**src/core/prb_pkg.sv**
```systemverilog
// constants, register map and state types for the root-port bridge
// assumes a 10 MHz core clock; link-side timing is sampled, not clocked
package prb_pkg;
  localparam int unsigned CLK_HZ        = 10_000_000;
  localparam int unsigned RST_DELAY_MS  = 100;
  localparam int unsigned RST_DELAY_CYC = RST_DELAY_MS * (CLK_HZ / 1000);
  localparam int unsigned CTO_R0_US     = 50;
  localparam int unsigned CTO_R1_US     = 1000;
  localparam int unsigned CTO_R2_US     = 10000;
  localparam int unsigned CTO_R3_US     = 50000;
  localparam int unsigned CTO_R0_CYC    = CTO_R0_US * (CLK_HZ / 1_000_000);
  localparam int unsigned CTO_R1_CYC    = CTO_R1_US * (CLK_HZ / 1_000_000);
  localparam int unsigned CTO_R2_CYC    = CTO_R2_US * (CLK_HZ / 1_000_000);
  localparam int unsigned CTO_R3_CYC    = CTO_R3_US * (CLK_HZ / 1_000_000);
  localparam int unsigned CNT_W         = 24;

  localparam int unsigned NPORT = 3;
  localparam int unsigned NLANE = 5;

  localparam logic [7:0] OFS_CTRL   = 8'h00;
  localparam logic [7:0] OFS_POL    = 8'h04;
  localparam logic [7:0] OFS_CTO    = 8'h08;
  localparam logic [7:0] OFS_STATUS = 8'h0C;
  localparam logic [7:0] OFS_ERR    = 8'h10;

  localparam int unsigned CTRL_SPLIT  = 0;
  localparam int unsigned CTRL_REV    = 2;
  localparam int unsigned CTRL_WID    = 3;
  localparam int unsigned CTRL_GEN2   = 5;
  localparam int unsigned CTRL_EN     = 8;
  localparam int unsigned CTRL_SWRST  = 11;
  localparam int unsigned CTRL_CLKREQ = 14;
  localparam logic [16:0] CTRL_RESET  = 17'h00700;

  localparam int unsigned ST_LINKUP = 0;
  localparam int unsigned ST_WID    = 3;
  localparam int unsigned ST_GEN2   = 5;
  localparam int unsigned ST_WAKE   = 8;
  localparam int unsigned ST_CLKREQ = 9;
  localparam int unsigned ST_RST    = 12;
  localparam int unsigned ERR_DROP_UP = 3;
  localparam int unsigned ERR_DROP_DN = 4;

  localparam logic [1:0] SPLIT_X4X1   = 2'h0;
  localparam logic [1:0] SPLIT_X2X1X1 = 2'h1;
  localparam logic [1:0] WID_X4       = 2'h0;
  localparam logic [1:0] WID_X2       = 2'h1;
  localparam logic [1:0] WID_X1       = 2'h2;

  localparam logic [9:0] MAX_PAYLOAD_DW = 10'h020;
  localparam logic [7:0] TS_PATTERN     = 8'hBC;
  localparam logic [3:0] TRAIN_HITS     = 4'h8;
  localparam logic [3:0] RECOV_HITS     = 4'h4;

  typedef enum logic [2:0] {LNK_OFF, LNK_DETECT, LNK_TRAIN, LNK_UP, LNK_RECOV} prb_lnk_state_t;
endpackage : prb_pkg

```
**src/core/prb_root_port_bridge.sv**
```systemverilog
// root-port bridge: lane split, link bring-up, sideband pins, request paths
// assumes an APB master on i_clk and a link clock far slower than i_clk
// What this block does
// - five lanes shared by three ports in x4+x1, x2+x1+x1 or x1x3 splits
// - wide port runs four, two or one lanes
// - wide port reverses lanes at x4 and flips them at x2 or x1
// - wide port retrains to new width or speed while up
// - every link may run at second generation rate
// - narrow ports run one lane, either speed, with receive polarity inversion
// - each port owns reset, reference clock and clock request; wake is shared
// - payloads capped at 128 bytes; 64-bit addresses carried in headers
// - non-posted requests without completion flag a selectable timeout
// - packets with prefixes or digests are neither made nor accepted
// - requests stay in order; relaxed-ordering attribute passes along
// - no-snoop attribute of inbound requests is forwarded to the system side
// - id-based ordering attribute is ignored and normal order kept
// - all ports share one upstream and one downstream request path, tagged by port
// - a port's reference clock runs while its endpoint requests it
// - port resets held until 100 ms after slot power is stable
// - wide lanes 0 to 3 sit on fixed pins, two shared with others
`timescale 1ns/1ps
`default_nettype none
module prb_root_port_bridge
  import prb_pkg::*;
#(
  parameter int unsigned RST_DELAY_CYCLES = RST_DELAY_CYC,
  parameter int unsigned CTO_R1_CYCLES    = CTO_R1_CYC,
  parameter int unsigned CTO_R2_CYCLES    = CTO_R2_CYC,
  parameter int unsigned CTO_R3_CYCLES    = CTO_R3_CYC
) (
  input  wire logic        i_clk,
  input  wire logic        i_nrst,
  input  wire logic        i_ce,
  input  wire logic        i_psel,
  input  wire logic        i_penable,
  input  wire logic        i_pwrite,
  input  wire logic [7:0]  i_paddr,
  input  wire logic [31:0] i_pwdata,
  output logic [31:0]      o_prdata,
  output logic             o_pready,
  output logic             o_pslverr,
  input  wire logic        i_slot_power_good,
  input  wire logic        i_link_clk,
  input  wire logic        i_wide_lane0_receive,
  input  wire logic        i_superspeed_shared_lane1_receive,
  input  wire logic        i_shared_lane2_receive,
  input  wire logic        i_spare_lane3_receive,
  input  wire logic        i_narrow_port_b_receive,
  input  wire logic        i_shared_link_wake_n,
  input  wire logic        i_wide_port_refclk_request_n,
  output logic             o_wide_port_refclk_request_n,
  output logic             o_wide_port_refclk_request_n_oe,
  input  wire logic        i_narrow_port_a_refclk_request_n,
  output logic             o_narrow_port_a_refclk_request_n,
  output logic             o_narrow_port_a_refclk_request_n_oe,
  input  wire logic        i_narrow_port_b_refclk_request_n,
  output logic             o_narrow_port_b_refclk_request_n,
  output logic             o_narrow_port_b_refclk_request_n_oe,
  output logic             o_wide_port_refclk_p,
  output logic             o_wide_port_refclk_n,
  output logic             o_narrow_port_a_refclk_p,
  output logic             o_narrow_port_a_refclk_n,
  output logic             o_narrow_port_b_refclk_p,
  output logic             o_narrow_port_b_refclk_n,
  output logic             o_wide_port_reset_n,
  output logic             o_narrow_port_a_reset_n,
  output logic             o_narrow_port_b_reset_n,
  output logic [31:0]      o_wide_rx_word,
  input  wire logic        i_rx_req_valid,
  output logic             o_rx_req_ready,
  input  wire logic [1:0]  i_rx_req_port,
  input  wire logic [63:0] i_rx_req_addr,
  input  wire logic [9:0]  i_rx_req_len_dw,
  input  wire logic        i_rx_req_write,
  input  wire logic        i_rx_req_prefix,
  input  wire logic        i_rx_req_digest,
  input  wire logic        i_rx_req_nosnoop,
  input  wire logic        i_rx_req_relaxed,
  output logic             o_axi_up_valid,
  input  wire logic        i_axi_up_ready,
  output logic [1:0]       o_axi_up_port,
  output logic [63:0]      o_axi_up_addr,
  output logic [9:0]       o_axi_up_len_dw,
  output logic             o_axi_up_write,
  output logic             o_axi_up_nosnoop,
  output logic             o_axi_up_relaxed,
  input  wire logic        i_axi_dn_valid,
  output logic             o_axi_dn_ready,
  input  wire logic [1:0]  i_axi_dn_port,
  input  wire logic [63:0] i_axi_dn_addr,
  input  wire logic [9:0]  i_axi_dn_len_dw,
  input  wire logic        i_axi_dn_nonposted,
  output logic             o_tx_valid,
  input  wire logic        i_tx_ready,
  output logic [1:0]       o_tx_port,
  output logic [63:0]      o_tx_addr,
  output logic [9:0]       o_tx_len_dw,
  output logic             o_tx_nonposted,
  output logic             o_tx_hdr_4dw,
  input  wire logic        i_cpl_valid,
  input  wire logic [1:0]  i_cpl_port
);

  function automatic logic [2:0] reg_sel(input logic [7:0] a);
    if (a == OFS_CTRL) reg_sel = 3'h1;
    else if (a == OFS_POL) reg_sel = 3'h2;
    else if (a == OFS_CTO) reg_sel = 3'h3;
    else if (a == OFS_STATUS) reg_sel = 3'h4;
    else if (a == OFS_ERR) reg_sel = 3'h5;
    else reg_sel = 3'h0;
  endfunction : reg_sel

  // physical lane carrying wide logical lane i
  function automatic logic [2:0] wide_phys(input logic [1:0] i, input logic [1:0] wid,
                                           input logic rev);
    if (!rev) wide_phys = {1'b0, i};
    else if (wid == WID_X4) wide_phys = {1'b0, 2'h3 - i};
    else if (wid == WID_X2) wide_phys = {1'b0, i ^ 2'h1};
    else wide_phys = 3'h1;
  endfunction : wide_phys

  function automatic logic bad_len(input logic [9:0] len);
    bad_len = (len == 10'h000) || (len > MAX_PAYLOAD_DW);
  endfunction : bad_len

  logic [16:0]      ctrl_r;
  logic [4:0]       pol_r;
  logic [1:0]       cto_sel_r;
  logic [4:0]       err_r;
  logic [31:0]      prdata_r;
  logic             pslverr_r;
  logic [2:0]       sel;
  logic             wr;
  logic [31:0]      status;
  logic [4:0]       lane_s1, lane_s2;
  logic             lclk_s1, lclk_s2, lclk_s3, lrise;
  logic [2:0]       creq_s1, creq_s2, creq_n;
  logic             wake_s1, wake_s2, pg_s1, pg_s2;
  logic [CNT_W-1:0] pwr_cnt_r;
  logic             pwr_ok_r;
  logic [2:0]       prst_n_r;
  logic             tog_r;
  logic [2:0]       rclk_p_r, rclk_n_r;
  logic [7:0]       lane_sh [NLANE];
  logic [4:0]       lane_ok;
  logic [1:0]       wide_wid, wid_lim;
  logic             wide_ok;
  logic [2:0]       port_ok, port_go, link_up, cto_hit, cto_start;
  logic [2:0]       cur_cfg [NPORT];
  logic [2:0]       want_cfg [NPORT];
  logic [CNT_W-1:0] cto_lim;
  logic             up_stall, up_take, up_bad, dn_stall, dn_take, dn_bad;

  assign sel = reg_sel(i_paddr);
  assign wr  = i_ce && i_psel && i_penable && i_pwrite;
  assign o_pready  = i_ce;
  assign o_prdata  = prdata_r;
  assign o_pslverr = pslverr_r;

  always_ff @(posedge i_clk or negedge i_nrst) begin
    if (!i_nrst) begin
      ctrl_r    <= CTRL_RESET;
      pol_r     <= 5'h00;
      cto_sel_r <= 2'h0;
    end else if (wr) begin
      if (sel == 3'h1) ctrl_r <= i_pwdata[16:0];
      else if (sel == 3'h2) pol_r <= i_pwdata[4:0];
      else if (sel == 3'h3) cto_sel_r <= i_pwdata[1:0];
    end
  end

  // read data and error captured in the setup cycle so both come from flops
  always_ff @(posedge i_clk or negedge i_nrst) begin
    if (!i_nrst) begin
      prdata_r  <= 32'h0000_0000;
      pslverr_r <= 1'b0;
    end else if (i_ce && i_psel && !i_penable) begin
      pslverr_r <= (sel == 3'h0);
      if (i_pwrite || sel == 3'h0) prdata_r <= 32'h0000_0000;
      else if (sel == 3'h1) prdata_r <= {15'h0000, ctrl_r};
      else if (sel == 3'h2) prdata_r <= {27'h0000000, pol_r};
      else if (sel == 3'h3) prdata_r <= {30'h00000000, cto_sel_r};
      else if (sel == 3'h4) prdata_r <= status;
      else prdata_r <= {27'h0000000, err_r};
    end
  end

  // set wins over the write-one-to-clear
  always_ff @(posedge i_clk or negedge i_nrst) begin
    if (!i_nrst) err_r <= 5'h00;
    else if (i_ce) begin
      err_r <= (err_r & ~((wr && sel == 3'h5) ? i_pwdata[4:0] : 5'h00))
             | {dn_take && dn_bad, up_take && up_bad, cto_hit};
    end
  end

  // wake only reaches the status word
  always_comb begin
    status = 32'h0000_0000;
    status[ST_LINKUP +: 3] = link_up;
    status[ST_WID +: 2]    = cur_cfg[0][2:1];
    status[ST_GEN2 +: 3]   = {cur_cfg[2][0], cur_cfg[1][0], cur_cfg[0][0]};
    status[ST_WAKE]        = !wake_s2;
    status[ST_CLKREQ +: 3] = ~creq_s2;
    status[ST_RST +: 3]    = ~prst_n_r;
  end

  always_ff @(posedge i_clk or negedge i_nrst) begin
    if (!i_nrst) begin
      lane_s1 <= 5'h00;
      lane_s2 <= 5'h00;
      {lclk_s1, lclk_s2, lclk_s3} <= 3'h0;
      creq_s1 <= 3'h7;
      creq_s2 <= 3'h7;
      {wake_s1, wake_s2} <= 2'h3;
      {pg_s1, pg_s2} <= 2'h0;
    end else if (i_ce) begin
      lane_s1 <= {i_narrow_port_b_receive, i_spare_lane3_receive, i_shared_lane2_receive,
                  i_superspeed_shared_lane1_receive, i_wide_lane0_receive};
      lane_s2 <= lane_s1;
      {lclk_s1, lclk_s2, lclk_s3} <= {i_link_clk, lclk_s1, lclk_s2};
      creq_s1 <= {i_narrow_port_b_refclk_request_n, i_narrow_port_a_refclk_request_n,
                  i_wide_port_refclk_request_n};
      creq_s2 <= creq_s1;
      {wake_s1, wake_s2} <= {i_shared_link_wake_n, wake_s1};
      {pg_s1, pg_s2} <= {i_slot_power_good, pg_s1};
    end
  end
  assign lrise = lclk_s2 && !lclk_s3;

  // release resets a fixed delay after slot power settles
  always_ff @(posedge i_clk or negedge i_nrst) begin
    if (!i_nrst) begin
      pwr_cnt_r <= '0;
      pwr_ok_r  <= 1'b0;
      prst_n_r  <= 3'h0;
    end else if (i_ce) begin
      if (!pg_s2) begin
        pwr_cnt_r <= '0;
        pwr_ok_r  <= 1'b0;
      end else if (pwr_cnt_r == CNT_W'(RST_DELAY_CYCLES - 1)) pwr_ok_r <= 1'b1;
      else pwr_cnt_r <= pwr_cnt_r + 1'b1;
      prst_n_r <= {3{pwr_ok_r}} & ~ctrl_r[CTRL_SWRST +: 3];
    end
  end
  assign {o_narrow_port_b_reset_n, o_narrow_port_a_reset_n, o_wide_port_reset_n} = prst_n_r;

  // reference clock per port follows its clock request
  always_ff @(posedge i_clk or negedge i_nrst) begin
    if (!i_nrst) begin
      tog_r    <= 1'b0;
      rclk_p_r <= 3'h0;
      rclk_n_r <= 3'h0;
    end else if (i_ce) begin
      tog_r    <= !tog_r;
      rclk_p_r <= ~creq_s2 & {3{tog_r}};
      rclk_n_r <= ~creq_s2 & {3{!tog_r}};
    end
  end
  assign {o_narrow_port_b_refclk_p, o_narrow_port_a_refclk_p, o_wide_port_refclk_p} = rclk_p_r;
  assign {o_narrow_port_b_refclk_n, o_narrow_port_a_refclk_n, o_wide_port_refclk_n} = rclk_n_r;
  // the device only ever pulls a request low; forcing it keeps the clock on
  assign creq_n = 3'h0;
  assign {o_narrow_port_b_refclk_request_n, o_narrow_port_a_refclk_request_n,
          o_wide_port_refclk_request_n} = creq_n;
  assign {o_narrow_port_b_refclk_request_n_oe, o_narrow_port_a_refclk_request_n_oe,
          o_wide_port_refclk_request_n_oe} = ctrl_r[CTRL_CLKREQ +: 3];

  // per-lane polarity inversion ahead of symbol detection
  for (genvar l = 0; l < NLANE; l++) begin : g_lane
    always_ff @(posedge i_clk or negedge i_nrst) begin
      if (!i_nrst) lane_sh[l] <= 8'h00;
      else if (i_ce && lrise) lane_sh[l] <= {lane_sh[l][6:0], lane_s2[l] ^ pol_r[l]};
    end
    assign lane_ok[l] = (lane_sh[l] == TS_PATTERN);
  end

  // split bounds the wide width; narrower requests honoured
  assign wid_lim  = (ctrl_r[CTRL_SPLIT +: 2] == SPLIT_X4X1) ? WID_X4 :
                    (ctrl_r[CTRL_SPLIT +: 2] == SPLIT_X2X1X1) ? WID_X2 : WID_X1;
  assign wide_wid = (ctrl_r[CTRL_WID +: 2] > wid_lim) ? WID_X1 >= ctrl_r[CTRL_WID +: 2] ?
                    ctrl_r[CTRL_WID +: 2] : WID_X1 : wid_lim;

  // wide logical lanes land on fixed pins 0 to 3; reordering
  always_ff @(posedge i_clk or negedge i_nrst) begin
    if (!i_nrst) o_wide_rx_word <= 32'h0000_0000;
    else if (i_ce && lrise) begin
      for (int i = 0; i < 4; i++) begin
        if (i < (4 >> wide_wid))
          o_wide_rx_word[8*i +: 8] <= lane_sh[wide_phys(2'(i), wide_wid, ctrl_r[CTRL_REV])];
        else
          o_wide_rx_word[8*i +: 8] <= 8'h00;
      end
    end
  end

  always_comb begin
    wide_ok = 1'b1;
    for (int i = 0; i < 4; i++)
      if (i < (4 >> wide_wid)) wide_ok &= lane_ok[wide_phys(2'(i), wide_wid, ctrl_r[CTRL_REV])];
  end

  assign port_ok     = {lane_ok[4], lane_ok[2], wide_ok};
  assign port_go     = ctrl_r[CTRL_EN +: 3] & prst_n_r
                       & {1'b1, ctrl_r[CTRL_SPLIT +: 2] != SPLIT_X4X1, 1'b1};
  // second generation rate requested per port
  assign want_cfg[0] = {wide_wid, ctrl_r[CTRL_GEN2]};
  assign want_cfg[1] = {WID_X1, ctrl_r[CTRL_GEN2 + 1]};
  assign want_cfg[2] = {WID_X1, ctrl_r[CTRL_GEN2 + 2]};

  // one independent bring-up machine per port
  for (genvar p = 0; p < NPORT; p++) begin : g_port
    prb_lnk_state_t st_r;
    logic [3:0]     hit_r;
    always_ff @(posedge i_clk or negedge i_nrst) begin
      if (!i_nrst) begin
        st_r       <= LNK_OFF;
        hit_r      <= 4'h0;
        cur_cfg[p] <= {WID_X1, 1'b0};
      end else if (i_ce) begin
        if (!port_go[p]) st_r <= LNK_OFF;
        else if (lrise) begin
          case (st_r)
            LNK_OFF: st_r <= LNK_DETECT;
            LNK_DETECT: begin
              hit_r <= 4'h0;
              if (port_ok[p]) st_r <= LNK_TRAIN;
            end
            LNK_TRAIN: begin
              if (!port_ok[p]) st_r <= LNK_DETECT;
              else if (hit_r == TRAIN_HITS - 4'h1) begin
                st_r       <= LNK_UP;
                cur_cfg[p] <= want_cfg[p];
              end else hit_r <= hit_r + 4'h1;
            end
            // width or speed change retrains without dropping the link
            LNK_UP: begin
              hit_r <= 4'h0;
              if (want_cfg[p] != cur_cfg[p]) st_r <= LNK_RECOV;
            end
            LNK_RECOV: begin
              if (!port_ok[p]) hit_r <= 4'h0;
              else if (hit_r == RECOV_HITS - 4'h1) begin
                st_r       <= LNK_UP;
                cur_cfg[p] <= want_cfg[p];
              end else hit_r <= hit_r + 4'h1;
            end
            default: st_r <= LNK_OFF;
          endcase
        end
      end
    end
    assign link_up[p] = (st_r == LNK_UP);

    // one timer per port restarts on every non-posted request sent to that port
    logic             cto_run_r;
    logic [CNT_W-1:0] cto_cnt_r;
    assign cto_hit[p] = cto_run_r && (cto_cnt_r == cto_lim - 1'b1);
    always_ff @(posedge i_clk or negedge i_nrst) begin
      if (!i_nrst) begin
        cto_run_r <= 1'b0;
        cto_cnt_r <= '0;
      end else if (i_ce) begin
        if (cto_start[p]) begin
          cto_run_r <= 1'b1;
          cto_cnt_r <= '0;
        end else if ((i_cpl_valid && i_cpl_port == 2'(p)) || cto_hit[p]) cto_run_r <= 1'b0;
        else if (cto_run_r) cto_cnt_r <= cto_cnt_r + 1'b1;
      end
    end
    assign cto_start[p] = dn_take && !dn_bad && i_axi_dn_nonposted && i_axi_dn_port == 2'(p);

    a_link_needs_reset: assert property (@(posedge i_clk) disable iff (!i_nrst)
      link_up[p] |-> prst_n_r[p]) else $error("link up while port reset held");
    a_cto_flags_err: assert property (@(posedge i_clk) disable iff (!i_nrst)
      (i_ce && cto_hit[p]) |=> err_r[p]) else $error("timeout not flagged");
  end

  assign cto_lim = (cto_sel_r == 2'h0) ? CNT_W'(CTO_R0_CYC) :
                   (cto_sel_r == 2'h1) ? CNT_W'(CTO_R1_CYCLES) :
                   (cto_sel_r == 2'h2) ? CNT_W'(CTO_R2_CYCLES) : CNT_W'(CTO_R3_CYCLES);

  // upstream path; prefixed, digested or oversize packets dropped
  assign up_bad   = bad_len(i_rx_req_len_dw) || i_rx_req_prefix || i_rx_req_digest
                    || i_rx_req_port == 2'h3;
  assign up_stall = o_axi_up_valid && !i_axi_up_ready;
  assign o_rx_req_ready = i_ce && !up_stall;
  assign up_take  = i_rx_req_valid && o_rx_req_ready;
  // single in-order stage; no-snoop forwarded; no id order
  always_ff @(posedge i_clk or negedge i_nrst) begin
    if (!i_nrst) begin
      o_axi_up_valid <= 1'b0;
      {o_axi_up_port, o_axi_up_addr, o_axi_up_len_dw} <= '0;
      {o_axi_up_write, o_axi_up_nosnoop, o_axi_up_relaxed} <= 3'h0;
    end else if (i_ce) begin
      if (i_axi_up_ready) o_axi_up_valid <= 1'b0;
      if (up_take && !up_bad) begin
        o_axi_up_valid   <= 1'b1;
        o_axi_up_port    <= i_rx_req_port;
        o_axi_up_addr    <= i_rx_req_addr;
        o_axi_up_len_dw  <= i_rx_req_len_dw;
        o_axi_up_write   <= i_rx_req_write;
        o_axi_up_nosnoop <= i_rx_req_nosnoop;
        o_axi_up_relaxed <= i_rx_req_relaxed;
      end
    end
  end

  // downstream headers go four-dword when the upper address is used
  assign dn_bad   = bad_len(i_axi_dn_len_dw) || i_axi_dn_port == 2'h3;
  assign dn_stall = o_tx_valid && !i_tx_ready;
  assign o_axi_dn_ready = i_ce && !dn_stall;
  assign dn_take  = i_axi_dn_valid && o_axi_dn_ready;
  always_ff @(posedge i_clk or negedge i_nrst) begin
    if (!i_nrst) begin
      o_tx_valid <= 1'b0;
      {o_tx_port, o_tx_addr, o_tx_len_dw, o_tx_nonposted, o_tx_hdr_4dw} <= '0;
    end else if (i_ce) begin
      if (i_tx_ready) o_tx_valid <= 1'b0;
      if (dn_take && !dn_bad) begin
        o_tx_valid     <= 1'b1;
        o_tx_port      <= i_axi_dn_port;
        o_tx_addr      <= i_axi_dn_addr;
        o_tx_len_dw    <= i_axi_dn_len_dw;
        o_tx_nonposted <= i_axi_dn_nonposted;
        o_tx_hdr_4dw   <= |i_axi_dn_addr[63:32];
      end
    end
  end

  a_reset_until_power: assert property (@(posedge i_clk) disable iff (!i_nrst)
    !pg_s2 |=> ##1 (prst_n_r == 3'h0)) else $error("port reset released early");
  a_refclk_gated: assert property (@(posedge i_clk) disable iff (!i_nrst)
    (i_ce && creq_s2[0]) |=> !o_wide_port_refclk_p && !o_wide_port_refclk_n)
    else $error("refclk running without request");
  a_refclk_toggles: assert property (@(posedge i_clk) disable iff (!i_nrst)
    (i_ce && !creq_s2[0]) [*2] |=> (o_wide_port_refclk_p != o_wide_port_refclk_n))
    else $error("refclk pair not complementary");
  a_oversize_dropped: assert property (@(posedge i_clk) disable iff (!i_nrst)
    (up_take && up_bad && !o_axi_up_valid) |=> !o_axi_up_valid && err_r[ERR_DROP_UP])
    else $error("bad upstream packet passed");
  a_nosnoop_fwd: assert property (@(posedge i_clk) disable iff (!i_nrst)
    (up_take && !up_bad) |=> o_axi_up_valid && o_axi_up_nosnoop == $past(i_rx_req_nosnoop))
    else $error("no-snoop not forwarded");
  a_hdr_addr64: assert property (@(posedge i_clk) disable iff (!i_nrst)
    (dn_take && !dn_bad) |=> o_tx_hdr_4dw == (o_tx_addr[63:32] != 32'h0000_0000))
    else $error("header format wrong for address");
  a_split_width: assert property (@(posedge i_clk) disable iff (!i_nrst)
    (ctrl_r[CTRL_SPLIT +: 2] != SPLIT_X4X1) |-> (wide_wid != WID_X4))
    else $error("wide port wider than split allows");
  // the narrow port sharing lane 2 must drop one edge after the x4 split is chosen
  a_split_narrow: assert property (@(posedge i_clk) disable iff (!i_nrst)
    (i_ce && ctrl_r[CTRL_SPLIT +: 2] == SPLIT_X4X1) |=> !link_up[1])
    else $error("shared lane used by two ports");
endmodule : prb_root_port_bridge
`default_nettype wire

```
**config.mk**
```make
export PLATFORM = sky130hd
export DESIGN_NAME = prb_root_port_bridge
export DESIGN_NICKNAME = d
export VERILOG_FILES = /design/src/core/prb_pkg.sv /design/src/core/prb_root_port_bridge.sv
export SDC_FILE = /design/constraint.sdc
export NUM_CORES = 1
export LEC_CHECK = 0
export BUFFER_PORTS_ARGS = -buffer_cell sky130_fd_sc_hd__buf_4
export CAP_MARGIN = 20
export CORE_MARGIN = 2
export CORE_UTILIZATION = 59
export DETAILED_ROUTE_END_ITERATION = 10
export PLACE_DENSITY_LB_ADDON = 0.1
export SETUP_SLACK_MARGIN = 0.4
export SLEW_MARGIN = 5
export SYNTH_ARGS = -nofsm -noshare
export SYNTH_HDL_FRONTEND = slang
export SYNTH_SLANG_ARGS = --single-unit
```
**constraint.sdc**
```tcl
create_clock -name i_clk -period 8.25 [get_ports i_clk]
set_input_delay 0.4125 -clock i_clk [delete_from_list [all_inputs] [get_ports i_clk]]
set_output_delay 0.4125 -clock i_clk [all_outputs]
set_load 0.1 [all_outputs]
```
# --- Word-level counts from Yosys, hierarchy flattened ---
# Index checks and enable logic that the tools add are counted.
totals:
  mem_bits_rw: 0
  reg_bits: 456
  mem_count: 0
  output_inout_bits: 242
  word_cells: 444
  latch_bits: 0
  romBits: 0
classes:
  div_mod_pow: 0
  n_mul: 0
  reduce_logical: 102
  order_cmp: 16
  mux: 145
  shifts: 1
  n_eq_ne: 90
  addsub: 8
  bitwise_logic: 25
op_table:
  columns: ["op", "n"]
  rows:
  - ["$mux 24", 11]
  - ["$mux 3", 51]
  - ["$add 24x1->24 const B", 4]
  - ["$bmux 8 s3", 4]
  - ["$mux 8", 12]
  - ["$eq 24x24->1", 3]
  - ["$lt 3x32->1 const A", 2]
  - ["$mux 19", 3]
  - ["$mux 4", 12]
  - ["$mux 15", 3]
  - ["$pmux 3 s5", 3]
  - ["$ne 2x2->1 const B", 22]
  - ["$reduce_and 7->1", 6]
  - ["$eq 8x8->1 const B", 5]
  - ["$ne 3x3->1 const B", 12]
  - ["$pmux 4 s3", 3]
  - ["$mux 17", 2]
  - ["$lt 1x32->1 const A", 1]
  - ["$lt 2x32->1 const A", 1]
  - ["$reduce_or 32->1", 1]
  - ["$shr 3x2->32 const A", 1]
  - ["$logic_and 1x1->1", 27]
  - ["$eq 24x20->1 const B", 1]
  - ["$eq 3x2->1 const B", 8]
  - ["other kinds (47)", 189]

# --- Logic depth before layout (Yosys ltp) ---
# Gate-level depths: netlist of run 1.
depth:
  ltp_word: 22
  mapped_depth: 12

# --- Worst setup path after synthesis of run 1 ---
# Ideal clock, no wire load.
synth_timing:
  path_type: "flip-flop to flip-flop"
  startpoint: "reg o_axi_up_valid"
  endpoint: "reg o_axi_up_addr[0]"
  setup_slack_ns: 4.527
  n_path_buf: 1
  arrival_ns: 3.598
  path_stages_with_launch: 6
  required_ns: 8.125
  setup_time_ns: 0.125
  cell_sequence: "dfrtp_1 > a21oi_1 > nand2_1 > nor2_1 > clkbuf_1 > mux2_2"
synth_via:
  elab_chain_cells: 6
synth_lines:
  columns: ["element", "line", "source"]
  rows:
  - ["start: declaration", "prb_root_port_bridge.sv:79", "output logic o_axi_up_valid,"]
  - ["start signal: assignment", "prb_root_port_bridge.sv:392", "o_axi_up_valid <= 1'b0;"]
  - ["start signal: assignment", "prb_root_port_bridge.sv:396", "if (i_axi_up_ready) o_axi_up_valid <= 1'b0;"]
  - ["start signal: assignment", "prb_root_port_bridge.sv:398", "o_axi_up_valid <= 1'b1;"]
  - ["$logic_and 1x1->1", "prb_root_port_bridge.sv:386", "assign up_stall = o_axi_up_valid && !i_axi_up_ready;"]
  - ["$logic_not 1->1", "prb_root_port_bridge.sv:387", "assign o_rx_req_ready = i_ce && !up_stall;"]
  - ["$logic_and 1x1->1", "prb_root_port_bridge.sv:387", null]
  - ["via o_rx_req_ready", "prb_root_port_bridge.sv:70", "output logic o_rx_req_ready,"]
  - ["$logic_and 1x1->1", "prb_root_port_bridge.sv:388", "assign up_take = i_rx_req_valid && o_rx_req_ready;"]
  - ["$logic_and 1x1->1", "prb_root_port_bridge.sv:397", "if (up_take && !up_bad) begin"]
  - ["$reduce_and 2->1 (no line)", null, null]
  - ["end signal: assignment", "prb_root_port_bridge.sv:400", "o_axi_up_addr <= i_rx_req_addr;"]
  - ["end: declaration", "prb_root_port_bridge.sv:82", "output logic [63:0] o_axi_up_addr,"]
# The timed path passes the listed nets, and every way through them passes these cells.
# A chain may end at the register's enable or synchronous reset.

# --- Worst setup path in the final report of run 1 ---
layout_timing:
  startpoint: "reg cto_sel_r[0]"
  endpoint: "reg g_port[1].cto_cnt_r[9]"
layout_via:
  elab_chain_cells: 10
  word_cells_on_any_way: 12
  classes_between: "add/sub (1); eq/ne (4); mux (3); reduce/logical (4)"
layout_lines:
  columns: ["element", "line", "source"]
  rows:
  - ["start: declaration", "prb_root_port_bridge.sv:128", "logic [1:0] cto_sel_r;"]
  - ["start signal: assignment", "prb_root_port_bridge.sv:168", "else if (sel == 3'h3) cto_sel_r <= i_pwdata[1:0];"]
  - ["$eq 2x2->1", "prb_root_port_bridge.sv:381", "(cto_sel_r == 2'h2) ? CNT_W'(CTO_R2_CYCLES) : CNT_W'(CTO_R3_CYCLES);"]
  - ["$mux 19", "prb_root_port_bridge.sv:381", null]
  - ["$mux 19", "prb_root_port_bridge.sv:380", "(cto_sel_r == 2'h1) ? CNT_W'(CTO_R1_CYCLES) :"]
  - ["$mux 19 (*)", "prb_root_port_bridge.sv:379", "assign cto_lim = (cto_sel_r == 2'h0) ? CNT_W'(CTO_R0_CYC) :"]
  - ["$sub 24x1->24 (*)", "prb_root_port_bridge.sv:358", "assign cto_hit[p] = cto_run_r && (cto_cnt_r == cto_lim - 1'b1);"]
  - ["$eq 24x24->1 (*)", "prb_root_port_bridge.sv:358", null]
  - ["$logic_and 1x1->1 (*)", "prb_root_port_bridge.sv:358", null]
  - ["$logic_or 1x1->1 (*)", "prb_root_port_bridge.sv:367", "end else if ((i_cpl_valid && i_cpl_port == 2'(p)) || cto_hit[p]) cto_run_r <= 1'b0;"]
  - ["$ne 2x2->1 (no line) (*)", null, null]
  - ["$reduce_and 3->1 (no line) (*)", null, null]
  - ["end signal: assignment", "prb_root_port_bridge.sv:368", "else if (cto_run_r) cto_cnt_r <= cto_cnt_r + 1'b1;"]
  - ["end: declaration", "prb_root_port_bridge.sv:357", "logic [CNT_W-1:0] cto_cnt_r;"]
# Mark *: on every way between the ends. The rest lies on a longest branch, timed or not.

==> impl_metrics.json, run 1 <==
{
  "std_cell_rows": 68,
  "dp_hpwl_um": 41030,
  "start_util_pct": 59.54,
  "cp_num_cells": 9,
  "slew_viol_final": 0,
  "crit_path_cell_trace": "inv_1, ha_1, nor3_1, o211ai_1, nor4_1, a21oi_1, a21oi_2, o31ai_1, a21oi_1",
  "dpl_cell_area_sq_um": 23960,
  "cts_setup_buffers": 0,
  "clock-sinks": 437,
  "insertion_delay_ps": 570,
  "place_inst": 2679,
  "final_util_pct": 74.58,
  "core_area_sq_um": 34290,
  "p_per_area_nw_per_um2": 261.2,
  "p_comb_share_pct": 28.0,
  "tightest_slew_ps": 1095,
  "grt_pass1_wl_um": 89150,
  "ir_worst_vdd_v": 0.0004339,
  "reg2reg_to": "g_port[1].cto_cnt_r[9]",
  "critPathKind": "reg -> reg",
  "rsz0062_at_grt": "no",
  "p_int_mw": 4.145,
  "wl_met3_um": 4565,
  "wl_met2_um": 27520,
  "slowest_stage": "a21oi_2",
  "overflow": 0,
  "ys_warn_count": 0,
  "routedLengthMet1_um": 22960,
  "viasPerCell": 5.879,
  "stdcell_count": 2773,
  "synthFlopType": "dfrtp_1",
  "clockBufferDepth": 3,
  "die-area_sq_um": 36100,
  "synth_edf_count": 0,
  "rr_worst_depth": 9,
  "ant_nets": 0,
  "area_growth_syn_to_layout_pct": 25.27,
  "gp_congestion": 0.8878,
  "finalHoldViolations": 0,
  "grt_usage_pct": 31.65,
  "root_buffer": "clkbuf_16",
  "grt_start_max_net_pins": 178,
  "rr_startpoint": "cto_sel_r[0]",
  "maxSlewHeadroom_pct": 25.08,
  "top_layer": "met4",
  "crit_path_end_kind": "flip-flop",
  "arrival_ps": 4190,
  "synth.distinct_cells": 77,
  "ys_seq_area_share_pct": 53.64,
  "fin_crit_ps": 3710,
  "reg2reg_slack_ps": 4540,
  "pwr-share-seq_pct": 39.8,
  "finalCritPeriodShare_pct": 44.97,
  "syn_avg_cell_area_sq_um": 10.93,
  "grt_pass1_vias": 16250,
  "cts_buffers": 46,
  "critPathCapture": "g_port[1].cto_cnt_r[9]",
  "final_common_cell": "buf_4",
  "stdcell_area_sq_um": 25570,
  "cp-start-kind": "flip-flop",
  "final_cell_mix": "buf_4, dfrtp_1, nand2_1",
  "path_max_fanout": 30,
  "dieHeight_um": 190.0,
  "p_leak_nw": 12.49,
  "fillers": 2366,
  "crit_top_cell": "a21oi_1",
  "num_vias": 16300,
  "required_ps": 8730,
  "routed_wl_um": 57610,
  "drv_cap": 0,
  "dieWidth_um": 190.0,
  "clockPowerShare_pct": 32.3,
  "power_switching_mw": 2.536,
  "drt_iter0_drc": 1279,
  "synth_cells": 1868,
  "route.detailed.drc": 0,
  "drt_pass1_iterations": 5,
  "tns_ps": 0,
  "htree_num_levels": 2,
  "antenna_found_initial": 6,
  "drive_gt1_share_pct": 32.76,
  "fin_nets": 2510,
  "startpoint": "cto_sel_r[0]",
  "wl_per_cell_um": 20.78,
  "setup_viol": 0,
  "cts_tree": "built",
  "finClkSkew_ps": 8.139,
  "boundaryPins": 464,
  "max_stage_delay_ps": 920,
  "p_sw_share_pct": 37.96,
  "io_buffers": 430,
  "critPathTopFamily": "compound AO/OA/AOI/OAI gates",
  "status": "finished clean",
  "clkTransAtPathRegs_ps": 60,
  "hold_class": "in -> reg",
  "synth_seq_cells": 437,
  "netlist_area_sq_um": 20410,
  "crit_buf_inv": 1,
  "clock.fmax_mhz": 269.5,
  "hold_slack_ps": 73.03,
  "async_flop_share_pct": 100.0
}
-- layout make-up --
class	count	area (sq um)	share of cell area (%)
Clock buffer	72	1413	5.524
Clock inverter	13	165.2	0.6459
Multi-Input combinational cell	1314	8961	35.04
Timing Repair Buffer	447	3391	13.26
Tap cell	455	569.3	2.226
Antenna cell	7	17.52	0.06850
Sequential cell	437	10950	42.82
Inverter	28	105.1	0.4110
-- worst min path at each step --
stage	from	to	cells past startpoint
6_report	i_wide_lane0_receive	lane_s1[0]	2
5_1_grt	i_rx_req_addr[14]	o_axi_up_addr[14]	2
4_1_cts	i_rx_req_addr[61]	o_axi_up_addr[61]	2
3_5_place_dp	o_wide_rx_word[26]	o_wide_rx_word[26]	2
3_3_place_gp	o_wide_rx_word[27]	o_wide_rx_word[27]	2
2_1_floorplan	i_nrst	cto_sel_r[0]	0
-- layer usage --
layer	up-vias	global-route usage [%]
met1	8099	41.42
met4	0	15.38
li1	7463	-
met5	-	0
met2	628	50.03
met3	112	7.342
-- registers in the layout (all words and copies together), names as in the netlist, 5 cells and up --
register / cells
lane_s2: 5
err_r: 5
lane_sh: 40
o_tx_len_dw: 10
g_port.st_r: 9
pol_r: 5
o_prdata: 17
o_axi_up_len_dw: 10
o_axi_up_addr: 64
o_wide_rx_word: 32
ctrl_r: 17
o_tx_addr: 64
cur_cfg: 5
lane_s1: 5
g_port.cto_cnt_r: 72
pwr_cnt_r: 24
g_port.hit_r: 12
-- synth_stat cells, types with 7 or more instances --
cell type / count / area share [%]
a21o_1: 7 / 0.26
a21oi_1: 59 / 1.4
a22o_1: 33 / 1.4
and2_1: 12 / 0.37
and3_1: 20 / 0.61
and4_1: 7 / 0.30
buf_1: 18 / 0.33
buf_4: 20 / 0.74
clkbuf_1: 66 / 1.2
dfrtp_1: 425 / 52
dfstp_2: 12 / 1.5
ha_1: 14 / 0.86
inv_1: 28 / 0.51
mux2_2: 206 / 11
mux2i_1: 38 / 1.9
nand2_1: 239 / 4.4
nand2b_1: 10 / 0.31
nand3_1: 48 / 1.2
nand3b_1: 10 / 0.37
nand4_1: 35 / 1.1
nand4b_1: 9 / 0.39
nor2_1: 142 / 2.6
nor2b_1: 17 / 0.52
nor3_1: 27 / 0.66
nor3b_1: 7 / 0.26
nor4_1: 22 / 0.67
o211ai_1: 12 / 0.44
o21ai_0: 78 / 1.9
o21ai_1: 7 / 0.17
o221ai_1: 7 / 0.30
o31ai_1: 15 / 0.55
or3_1: 28 / 0.86
or4_1: 11 / 0.40
xnor2_1: 33 / 1.4
xor2_1: 55 / 2.4
-- power groups by stage --
stage / combinational (mW) / clock [mW] / sequential [mW]
finish: 1.87 / 2.15 / 2.66
global route: 1.95 / 2.27 / 2.69
CTS: 1.87 / 2.18 / 2.65
detailed placement: 1.87 / 0 / 2.68
global placement: 1.85 / 0 / 2.67
floorplan: 0.402 / 0 / 3.60
-- through the flow --
step,setup WS [ps],total power [mW]
6_report,4540,6.680
5_1_grt,4176,6.911
4_1_cts,4565,6.706
3_5_place_dp,4588,4.554
3_3_place_gp,4683,4.517
2_1_floorplan,4527,4.004
-- worst reg2reg max path: stages (launching register included) --
cell and delay, ps:
dfrtp_1 600, inv_1 150, ha_1 430, nor3_1 220, o211ai_1 100, nor4_1 450, a21oi_1 340, a21oi_2 920
o31ai_1 230, a21oi_1 190
-- kinds of logic after synthesis --
group	after synthesis	synth area share [%]
other cells	1	0.01837
mux	246	13.45
simple gates	676	16.54
fa+ha+maj	14	0.8581
xor+xnor	88	3.776
buf+inv	134	2.875
flops	437	53.64
compound gates	272	8.845
-- timing repair --
action | in CTS | in global routing
resized for setup | 0 | 0
hold buffers | 1 | 0
hold endpoints to repair | 103 | 0
(Power assumes the default switching activity.)
==> inputs of run 2 (changes only) <==
- CORE_UTILIZATION: 59 -> 55
- clock period: 8.25 -> 3.7 ns (I/O delays scaled with it)
==> run 2 against run 1 <==
Die area increased by 7.1%. Maximum frequency increased by 20%. Cell area increased by 8.1%. Clock power increased by 130%. Setup slack got worse by 3900 ps. Clock-buffer cell count increased by 4. Register-to-register slack got worse by 3900 ps. Cell count increased by 7.6%. Critical path depth increased by 2. Global-route usage increased by 1.3 points. Sequential cell count unchanged. Via count increased by 5.3%.
==> impl_metrics.json, run 2 (synthesized netlist as in run 1, its figures left out) <==
{
  "clockBufferDepth": 3,
  "final_common_cell": "buf_4",
  "dp_hpwl_um": 42650,
  "finalHoldViolations": 0,
  "p_per_area_nw_per_um2": 547.1,
  "area_growth_syn_to_layout_pct": 35.44,
  "dieHeight_um": 196.7,
  "rsz0062_at_grt": "no",
  "clock-sinks": 437,
  "cts_setup_buffers": 0,
  "cts_buffers": 47,
  "finalCritPeriodShare_pct": 83.49,
  "ir_worst_vdd_v": 0.0005574,
  "antenna_found_initial": 4,
  "cp-start-kind": "flip-flop",
  "tightest_slew_ps": 943.3,
  "drive_gt1_share_pct": 30.86,
  "std_cell_rows": 70,
  "grt_start_max_net_pins": 99,
  "insertion_delay_ps": 570,
  "grt_pass1_wl_um": 98990,
  "stdcell_area_sq_um": 27650,
  "top_regs": "g_port.cto_cnt_r (72), o_axi_up_addr (64), o_tx_addr (64)",
  "htree_num_levels": 2,
  "drv_cap": 0,
  "critPathTopFamily": "compound AO/OA/AOI/OAI gates",
  "hold_class": "in -> reg",
  "boundaryPins": 464,
  "top_register": "g_port.cto_cnt_r",
  "fin_crit_ps": 3089,
  "grt_usage_pct": 32.98,
  "final_cell_mix": "buf_4, dfrtp_1, nand2_1",
  "overflow": 0,
  "slowest_stage": "a2111oi_1",
  "drt_iter0_drc": 1057,
  "crit_path_end_kind": "flip-flop",
  "num_vias": 17160,
  "path_max_fanout": 7,
  "finClkSkew_ps": 12.32,
  "maxSlewHeadroom_pct": 36.96,
  "fillers": 2399,
  "max_stage_delay_ps": 730,
  "route.detailed.drc": 0,
  "dpl_cell_area_sq_um": 24210,
  "die-area_sq_um": 38670,
  "finalPower_mw": 15.13,
  "fin_nets": 2712,
  "crit_path_cell_trace": "inv_1, nand2_1, inv_1, ha_1, nand2_1, o21a_1, o221a_2, nor3b_2, a2111oi_1, nor3_1, mux2_2",
  "wl_per_cell_um": 21.53,
  "viasPerCell": 5.753,
  "required_ps": 4150,
  "dieWidth_um": 196.7,
  "crit_buf_inv": 2,
  "setup_viol": 0,
  "critPathKind": "reg -> reg",
  "routed_wl_um": 64220,
  "clkTransAtPathRegs_ps": 60,
  "clock.fmax_mhz": 323.7,
  "grt_pass1_vias": 17480,
  "cts_tree": "built",
  "largest_reg_flops": 72,
  "tns_ps": 0,
  "ant_nets": 0,
  "arrival_ps": 3540,
  "io_buffers": 430,
  "slew_viol_final": 0,
  "gp_congestion": 0.8751,
  "start_util_pct": 55.76,
  "drt_pass1_iterations": 5,
  "p_leak_nw": 13.36,
  "status": "finished clean",
  "root_buffer": "clkbuf_16",
  "core_area_sq_um": 36610
}
run 2: cell count changes in the layout (fill, tap and decap cells not counted), sizes merged:
cell	before	now
buf	446	464
bufinv	4	3
clkbuf	72	76
clkinv	9	4
clkinvlp	0	1
diode	7	4
dlygate4sd3	1	184
run 2: path summary, 6_finish.rpt:
| check | startpoint | endpoint | slack, ps | cells after the start |
|---|---|---|---|---|
| setup / recovery | ctrl_r[1] | g_port[0].hit_r[1] | 610 | 11 |
| hold / removal | i_paddr[3] | o_prdata[4] | 60 | 4 |
| setup reg to reg | ctrl_r[1] | g_port[0].hit_r[1] | 610 | 11 |
| hold reg to reg | o_wide_rx_word[30] | o_wide_rx_word[30] | 470 | 2 |
| max in group asynchronous | i_nrst | o_axi_up_addr[23] | 2350 | 4 |
| min in group asynchronous | i_nrst | pwr_cnt_r[17] | 210 | 2 |
run 2: what timing repair did:
item / 4_1_cts / 5_1_grt
endpoints found under the setup margin: 0 / 3
hold buffers: 184 / 0
endpoints found under the hold margin: 280 / 0
resized for setup: 0 / 1
run 2: routing by layer:
| metal | global-route usage [%] | routed length [um] | up-vias |
|---|---|---|---|
| li1 | - | - | 7864 |
| met1 | 41.17 | 25290 | 8483 |
| met2 | 55.54 | 31800 | 661 |
| met3 | 6.708 | 3988 | 153 |
| met4 | 15.32 | 3137 | 0 |
| met5 | 0 | 0 | - |
run 2: worst register-to-register path: cells and delay by family, from the launching register on:
family | cells | cell delay (ps)
buffers and inverters | 2 | 200
muxes | 1 | 320
and+or+nand+nor | 4 | 480
DFF | 1 | 490
AOI/OAI and AO/OA | 3 | 1170
adders and majority gates | 1 | 300
run 2: cell type report:
class | count | area, sq um | share of cell area (%)
multi-input combinational | 1314 | 8966 | 32.43
timing repair buffer | 648 | 5445 | 19.69
sequential | 437 | 10950 | 39.61
tap | 468 | 585.6 | 2.118
clock inverter | 8 | 117.6 | 0.4254
clock buffer | 76 | 1468 | 5.308
inverter | 28 | 105.1 | 0.3801
antenna | 4 | 10.01 | 0.03620
run 2: stage by stage:
step	utilization, %	setup WS, ps	cells	hold WS [ps]
global placement	66.13	747.6	2711	288.2
global route	75.52	415.2	2983	78.87
detailed placement	66.13	555.5	2711	291.4
floorplan	-	579.3	1885	-110.6
finish	75.52	610.8	2983	61.33
CTS	75.49	525.6	2979	36.53
run 2: report_power, final:
| group | switching [mW] | internal [mW] | total (mW) |
|---|---|---|---|
| clock network | 1.93 | 2.91 | 4.84 |
| logic | 3.24 | 1.13 | 4.37 |
| registers | 0.565 | 5.35 | 5.92 |
